--- config.mk ---
export PLATFORM = sky130hd
export DESIGN_NAME = adccrb_top
export DESIGN_NICKNAME = d
export VERILOG_FILES = /design/src/hdl/adccrb_pkg.sv /design/src/hdl/adccrb_cfg_if.sv /design/src/hdl/adccrb_top.sv /design/src/hdl/adccrb_decode.sv
export SDC_FILE = /design/constraint.sdc
export NUM_CORES = 1
export LEC_CHECK = 0
export BUFFER_PORTS_ARGS = -buffer_cell sky130_fd_sc_hd__buf_4
export CORE_MARGIN = 8
export CORE_UTILIZATION = 52
export DETAILED_ROUTE_END_ITERATION = 10
export PLACE_DENSITY = 0.9
export REMOVE_ABC_BUFFERS = 1
export SYNTH_ARGS = -nofsm -noshare
export SYNTH_HDL_FRONTEND = slang
export SYNTH_SLANG_ARGS = --single-unit
--- constraint.sdc ---
create_clock -name i_ref_clk -period 2.2 [get_ports i_ref_clk]
set_input_delay 0.22 -clock i_ref_clk [delete_from_list [all_inputs] [get_ports i_ref_clk]]
set_output_delay 0.22 -clock i_ref_clk [all_outputs]
set_load 0.05 [all_outputs]
--- src/hdl/adccrb_pkg.sv ---
// Constants and types for the ADC control register bank
package adccrb_pkg;
    localparam int          RESULT_W        = 24;
    localparam int          CFG_W           = 16;
    localparam int          PTR_W           = 2;
    localparam logic [1:0]  PTR_RESULT      = 2'h0;
    localparam logic [1:0]  PTR_CONFIG      = 2'h1;
    localparam logic [23:0] RESULT_RESET    = 24'h000000;
    localparam logic [15:0] CONFIG_RESET    = 16'h058B;
    localparam int          START_BIT       = 15;
    localparam int          MUX_HI          = 14;
    localparam int          MUX_LO          = 12;
    localparam int          GAIN_HI         = 11;
    localparam int          GAIN_LO         = 9;
    localparam int          MODE_BIT        = 8;
    localparam int          RATE_HI         = 7;
    localparam int          RATE_LO         = 5;
    localparam int          PULLUP_BIT      = 3;
    localparam int          PTR_HI          = 2;
    localparam int          PTR_LO          = 1;
    localparam logic [1:0]  WRITE_KEY       = 2'h1;
    // Writable bits: start, mux, gain, mode, rate, pull-up, pointer
    localparam logic [15:0] CONFIG_WMASK    = 16'hFFEE;
    // Bits 4 and 0 read as their reset values
    localparam logic [15:0] CONFIG_FIXED    = 16'h0001;
    localparam logic [2:0]  CH_INPUT_0      = 3'h0;
    localparam logic [2:0]  CH_INPUT_1      = 3'h1;
    localparam logic [2:0]  CH_INPUT_2      = 3'h2;
    localparam logic [2:0]  CH_INPUT_3      = 3'h3;
    localparam logic [2:0]  CH_GND          = 3'h4;
    // Full-scale range in millivolts, per gain code
    localparam logic [12:0] RANGE_MV_0      = 13'h1800;
    localparam logic [12:0] RANGE_MV_1      = 13'h1000;
    localparam logic [12:0] RANGE_MV_2      = 13'h0800;
    localparam logic [12:0] RANGE_MV_3      = 13'h0400;
    localparam logic [12:0] RANGE_MV_4      = 13'h0200;
    localparam logic [12:0] RANGE_MV_5      = 13'h0100;
    localparam logic [12:0] RANGE_MV_6      = 13'h0080;
    localparam logic [12:0] RANGE_MV_7      = 13'h0040;

    typedef enum logic [1:0] {ADCCRB_IDLE, ADCCRB_CONV, ADCCRB_CONT} adccrb_state_e;
endpackage

--- src/hdl/adccrb_cfg_if.sv ---
// Configuration fields passed from the register bank to its decoder
interface adccrb_cfg_if;
    logic [2:0]  input_pair_select;  // Mux code
    logic [2:0]  gain_range_select;  // Gain code
    logic [2:0]  positive_input;     // Decoded positive channel
    logic [2:0]  negative_input;     // Decoded negative channel
    logic [12:0] full_scale_range;   // Range in millivolts

    modport bank (output input_pair_select, output gain_range_select,
                  input positive_input, input negative_input, input full_scale_range);
    modport dec  (input input_pair_select, input gain_range_select,
                  output positive_input, output negative_input, output full_scale_range);
endinterface

--- src/hdl/adccrb_top.sv ---
// Register bank of the ADC: result and configuration registers
module adccrb_top
(
    input  wire logic                              i_ref_clk,          // Core clock
    input  wire logic                              i_rst,              // Async reset, active high
    input  wire logic [adccrb_pkg::PTR_W-1:0]      i_ptr,              // Register pointer
    input  wire logic                              i_wr,               // Write strobe, one cycle
    input  wire logic [adccrb_pkg::CFG_W-1:0]      i_wdata,            // Written word
    input  wire logic                              i_conv_done,        // Conversion finished pulse
    input  wire logic [adccrb_pkg::RESULT_W-1:0]   i_conv_data,        // Finished result
    input  wire logic                              i_cs_n,             // Chip select, active low
    output logic      [adccrb_pkg::RESULT_W-1:0]   o_rdata,            // Read data
    output logic                                   o_conv_run,         // Converter running
    output logic                                   o_conv_start,       // Conversion begin pulse
    output logic      [2:0]                        o_positive_input,   // Positive channel
    output logic      [2:0]                        o_negative_input,   // Negative channel
    output logic      [12:0]                       o_full_scale_range, // Range in mV
    output logic      [2:0]                        o_sample_rate_select, // Data rate code
    output logic                                   o_pullup_en         // Weak pull-up on data line
);
    import adccrb_pkg::*;

    adccrb_cfg_if cfg_bus ();

    logic [RESULT_W-1:0] result_reg;   // Latest conversion
    logic [RESULT_W-1:0] result_next;
    logic [CFG_W-1:0]    config_reg;   // Stored configuration, bit 15 unused
    logic [CFG_W-1:0]    config_next;
    adccrb_state_e       state_reg;    // Conversion state
    adccrb_state_e       state_next;
    logic                start_reg;    // Start pulse register
    logic                start_next;
    logic [2:0]          pair_reg;     // Registered positive channel
    logic [2:0]          neg_reg;      // Registered negative channel
    logic [12:0]         range_reg;    // Registered range in mV
    logic                wr_ok;        // Write carries valid key
    logic                busy;         // A conversion is running
    logic [CFG_W-1:0]    cfg_view;     // Config as read

    adccrb_decode adccrb_decode_inst
    (
        .cfg (cfg_bus.dec)
    );

    assign cfg_bus.input_pair_select = config_reg[MUX_HI:MUX_LO];
    assign cfg_bus.gain_range_select = config_reg[GAIN_HI:GAIN_LO];

    assign wr_ok = i_wr && (i_ptr == PTR_CONFIG) && (i_wdata[PTR_HI:PTR_LO] == WRITE_KEY);

    // Busy whenever a conversion is in progress
    assign busy = (state_reg != ADCCRB_IDLE);

    // Read view of config register
    always_comb
    begin
        cfg_view = (config_reg & CONFIG_WMASK) | CONFIG_FIXED;
        cfg_view[START_BIT] = ~busy;
    end

    // Next-state for config, result and conversion state
    always_comb
    begin
        config_next = config_reg;
        result_next = result_reg;
        state_next  = state_reg;
        start_next  = 1'b0;
        if (wr_ok)
        begin
            // Keep bit 15 storage clear; it is a command, not a setting
            config_next = (i_wdata & CONFIG_WMASK) | CONFIG_FIXED;
            config_next[START_BIT] = 1'b0;
        end
        if (i_conv_done && busy)
        begin
            result_next = i_conv_data;
        end
        unique case (state_reg)
            ADCCRB_IDLE:
            begin
                if (wr_ok && i_wdata[START_BIT] && config_reg[MODE_BIT] && i_wdata[MODE_BIT])
                begin
                    state_next = ADCCRB_CONV;
                    start_next = 1'b1;
                end
                else if (!config_next[MODE_BIT])
                begin
                    state_next = ADCCRB_CONT;
                    start_next = 1'b1;
                end
            end
            ADCCRB_CONV:
            begin
                if (i_conv_done)
                begin
                    state_next = config_next[MODE_BIT] ? ADCCRB_IDLE : ADCCRB_CONT;
                    start_next = !config_next[MODE_BIT];
                end
            end
            ADCCRB_CONT:
            begin
                // Restart after each result; mode change ends the run at the next result
                if (i_conv_done)
                begin
                    state_next = config_next[MODE_BIT] ? ADCCRB_IDLE : ADCCRB_CONT;
                    start_next = !config_next[MODE_BIT];
                end
            end
        endcase
    end

    // State registers
    always_ff @(posedge i_ref_clk or posedge i_rst)
    begin
        if (i_rst)
        begin
            // config reset value
            // Stored start bit of the reset word is already clear
            config_reg <= CONFIG_RESET;
            result_reg <= RESULT_RESET;
            state_reg  <= ADCCRB_IDLE;
            start_reg  <= 1'b0;
        end
        else
        begin
            config_reg <= config_next;
            result_reg <= result_next;
            state_reg  <= state_next;
            start_reg  <= start_next;
        end
    end

    // Registered decode outputs
    always_ff @(posedge i_ref_clk or posedge i_rst)
    begin
        if (i_rst)
        begin
            pair_reg  <= CH_INPUT_0;
            neg_reg   <= CH_INPUT_1;
            range_reg <= RANGE_MV_2;
        end
        else
        begin
            pair_reg  <= cfg_bus.positive_input;
            neg_reg   <= cfg_bus.negative_input;
            range_reg <= cfg_bus.full_scale_range;
        end
    end

    // Read mux, combinational on pointer
    always_comb
    begin
        unique case (i_ptr)
            PTR_RESULT: o_rdata = result_reg;
            PTR_CONFIG: o_rdata = {8'h00, cfg_view};
            default:    o_rdata = '0;
        endcase
    end

    assign o_conv_run           = busy;
    assign o_conv_start         = start_reg;
    assign o_positive_input     = pair_reg;
    assign o_negative_input     = neg_reg;
    assign o_full_scale_range   = range_reg;
    assign o_sample_rate_select = config_reg[RATE_HI:RATE_LO];
    assign o_pullup_en          = config_reg[PULLUP_BIT] && i_cs_n;
endmodule

--- src/hdl/adccrb_decode.sv ---
// Decoder of input pair and gain range codes
module adccrb_decode
(
    adccrb_cfg_if.dec cfg
);
    import adccrb_pkg::*;

    // Input pair decode
    always_comb
    begin
        cfg.positive_input = CH_INPUT_0;
        cfg.negative_input = CH_INPUT_1;
        unique case (cfg.input_pair_select)
            3'h0:
            begin
                cfg.positive_input = CH_INPUT_0;
                cfg.negative_input = CH_INPUT_1;
            end
            3'h1:
            begin
                cfg.positive_input = CH_INPUT_0;
                cfg.negative_input = CH_INPUT_3;
            end
            3'h2:
            begin
                cfg.positive_input = CH_INPUT_1;
                cfg.negative_input = CH_INPUT_3;
            end
            3'h3:
            begin
                cfg.positive_input = CH_INPUT_2;
                cfg.negative_input = CH_INPUT_3;
            end
            3'h4:
            begin
                cfg.positive_input = CH_INPUT_0;
                cfg.negative_input = CH_GND;
            end
            3'h5:
            begin
                cfg.positive_input = CH_INPUT_1;
                cfg.negative_input = CH_GND;
            end
            3'h6:
            begin
                cfg.positive_input = CH_INPUT_2;
                cfg.negative_input = CH_GND;
            end
            3'h7:
            begin
                cfg.positive_input = CH_INPUT_3;
                cfg.negative_input = CH_GND;
            end
        endcase
    end

    // Gain range decode
    always_comb
    begin
        cfg.full_scale_range = RANGE_MV_2;
        unique case (cfg.gain_range_select)
            3'h0: cfg.full_scale_range = RANGE_MV_0;
            3'h1: cfg.full_scale_range = RANGE_MV_1;
            3'h2: cfg.full_scale_range = RANGE_MV_2;
            3'h3: cfg.full_scale_range = RANGE_MV_3;
            3'h4: cfg.full_scale_range = RANGE_MV_4;
            3'h5: cfg.full_scale_range = RANGE_MV_5;
            3'h6: cfg.full_scale_range = RANGE_MV_6;
            3'h7: cfg.full_scale_range = RANGE_MV_7;
        endcase
    end
endmodule

==> out/results.tsv <==
metric	value	unit
grtUsageTotal	15.87	%
synth.distinct_cells	31	
share_of_the_synthesized_netlist_area_taken_by_xor_and_xnor_gates	0	%
run_status	finished, final reports clean	
routabilityCongestion	0.8466	
routed-via-count	1778	
ctsResizeCount	0	
ys_async_sr_fraction	100.0	%
hp-class	in2reg	
ctsRootBufferMaster	clkbuf_8	
start_kind	flop	
finish.utilization	71.60	%
timing.critical_path.max_delay_family	flip-flops	
critPathKind	reg2reg	
cp.arrival	1.79	ns
static-leakage-power	1.628	nW
vdd_drop_max	809.6	µV
mappedNetlistArea	2401	µm²
largest_register_ff_count	24	
critical_path.cell_chain	inv_1 -> ha_1 -> nor2b_2 -> buf_12 -> mux2_2	
grt_setup_unrepaired	no	
placementRows	24	
count_of_flip_flops_with_a_built_in_enable_after_synthesis	0	
initial_util	54.39	%
grt_remaining_overflow	0	
floorplan.core_area	4414	µm²
critical_path_required	2.38	ns
finalCritPeriodShare	73.22	%
hpwl	4289	µm
antenna_violations_before_repair	0	
met3_length	237	µm
number_of_ports_placed_on_the_die_boundary	96	
fillerInstances	337	
wirelength	5634	µm
final_nets	347	
grt_first_pass_wirelength	9301	µm
chipWidth	83.95	µm
timing.final.max_slew_violations	0	
post-cts-setup-buffers	0	
drtAntennaViolNets	0	
clk_latency	0.30	ns
fin_area	3161	µm²
netlist.area_leader.share	46.90	%
ys.warnings.count	0	
route.detailed.vias_per_inst	5.051	
first_global_vias	1873	
routedLengthMet1	2400	µm
cts_tree	built	
die_area	7048	µm²
top_layer	met4	
drtIter0Drc	94	
synthAdderAreaFrac	0.5211	%
tritoncts.num_buffers	5	
critical_path_buf_inv_count	2	
route.detailed.wl_per_inst	16.01	µm
final_critical_delay_including_setup_and_external_delays	1.611	ns
ys_seq_elements	52	
crit_path_max_fanout	21	
max_cap_viol_count	0	
netlist.top_cell.by_area	dfrtp_1	
report.final.setup_viol	0	
synthesis.instances	215	
ctsLongestPathBuffers	2	
clk_transition_reported_paths	0.10	ns
critical_path.slowest_cell	dfrtp_1	
yosys.area_share.simple	16.83	%
avgSynthCellArea	11.17	µm²
drt-pass1-iter-count	4	
maxClockFrequency	620.8	MHz
area_growth	31.63	%
die-height	83.95	µm
post_synth_main_area_contributors	dfrtp_1 47%, mux2_2 11%, dfstp_2 7.7%, mux2i_1 6.3%, nand2_1 5.6%	
post_dp_cell_area	3039	µm²
drive_gt1_share	45.00	%
ctsHtreeMaxLevel	2	
synth.mux.area_fraction	17.51	%
combinational_family_with_the_most_area_after_synthesis	multiplexers	
synth_compound_gate_area_share	3.335	%
insertedDiodeCount	0	
hold_violations	0	
drc	0	
clock-skew-final	0.009639	ns
port_buffers	86	
detailroute.wirelength.met2	2893	µm
proportion_of_synthesized_chip_area_in_sequential_cells	54.56	%
clock_sink_count	52	
endpoint_kind	flop	
ys.flop_type	dfrtp_1	
largest_net_degree_at_the_start_of_global_routing	22	
cellPowerDensity	1171	nW/µm²
worst_path_largest_cell_delay	0.37	ns
-- cell type report --
cell class / count / area [µm²] / area share (%)
Timing Repair Buffer: 92 / 705.7 / 22.33
Tap cell: 52 / 65.06 / 2.059
Clock inverter: 3 / 42.54 / 1.346
Multi-Input combinational cell: 142 / 945.9 / 29.93
Inverter: 6 / 22.52 / 0.7126
Sequential cell: 52 / 1310 / 41.45
Clock buffer: 5 / 68.82 / 2.177
-- cell usage in the layout (no fill, tap or decap), types with 2 or more instances in the layout --
master and n:
buf_4 90, dfrtp_1 45, nand2_1 36, mux2_2 24, nor2_1 24, mux2i_1 15, and2_1 12, conb_1 7
dfstp_2 7, inv_1 5, clkbuf_8 5, nor2b_1 3, nand2b_1 2, and3_1 2, and3b_1 2, o21ai_1 2
-- worst register-to-register path, delay by kind of cell, from the launching register on --
family                   cells  cell delay (ns)
multiplexers                 1             0.36
buffers and inverters        2             0.26
flip-flops                   1             0.37
adder cells (fa/ha/maj)      1             0.24
AND/OR/NAND/NOR              1             0.27
-- power breakdown --
| part | internal [mW] | switching, mW | total (mW) |
|---|---|---|---|
| sequential | 1.30 | 0.183 | 1.49 |
| combinational | 0.618 | 0.946 | 1.56 |
| clock | 0.337 | 0.315 | 0.652 |
-- cells by family after synthesis --
logic type,after synthesis
simple gates,86
flops,52
mux,39
buf+inv,27
compound gates,9
fa+ha+maj,1
other cells,1
-- synthesized netlist by cell type (2+ instances only) --
cell type  count
and2_1        12
nand2b_1       2
and3b_1        2
o21ai_1        2
buf_2          4
nand2_1       36
nor2_1        24
dfstp_2        7
buf_4         13
mux2_2        24
nor2b_1        4
dfrtp_1       45
mux2i_1       15
inv_1          6
and3_1         2
buf_6          2
-- per-stage QoR --
stage | setup TNS, ns | total power, mW | hold slack (ns) | setup WS (ns) | std cells
floorplan | -0.6190 | 2.582 | 0.3030 | -0.02579 | 200
global placement | 0 | 3.027 | 0.1812 | 0.6167 | 343
detailed placement | 0 | 3.083 | 0.1889 | 0.6085 | 343
CTS | 0 | 3.728 | 0.1114 | 0.5777 | 352
global route | 0 | 3.893 | 0.1075 | 0.5123 | 352
finish | 0 | 3.702 | 0.1136 | 0.5891 | 352
-- timing repair --
item | CTS | global route
hold endpoints to repair | 10 | 0
hold buffers | 1 | 0
endpoints found under the setup margin | 0 | 0
-- routing by layer --
layer | vias to the layer above | track usage, %
met2 | 52 | 26.95
met5 | - | 0
li1 | 857 | -
met4 | 0 | 5.024
met3 | 9 | 4.004
met1 | 860 | 19.06
-- final timing paths --
| check | start | end | slack (ns) | depth (start not counted) |
|---|---|---|---|---|
| worst max-delay path | state_reg[0] | result_reg[1] | 0.59 | 5 |
| max in group asynchronous | i_rst | config_reg[7] | 1.15 | 4 |
| worst min register to register | config_reg[7] | config_reg[7] | 0.48 | 2 |
| min in group asynchronous | i_rst | result_reg[9] | 0.42 | 3 |
| worst max register to register | state_reg[0] | result_reg[1] | 0.59 | 5 |
| worst min-delay path | i_wdata[6] | config_reg[6] | 0.11 | 3 |
(Power assumes the default switching activity.)
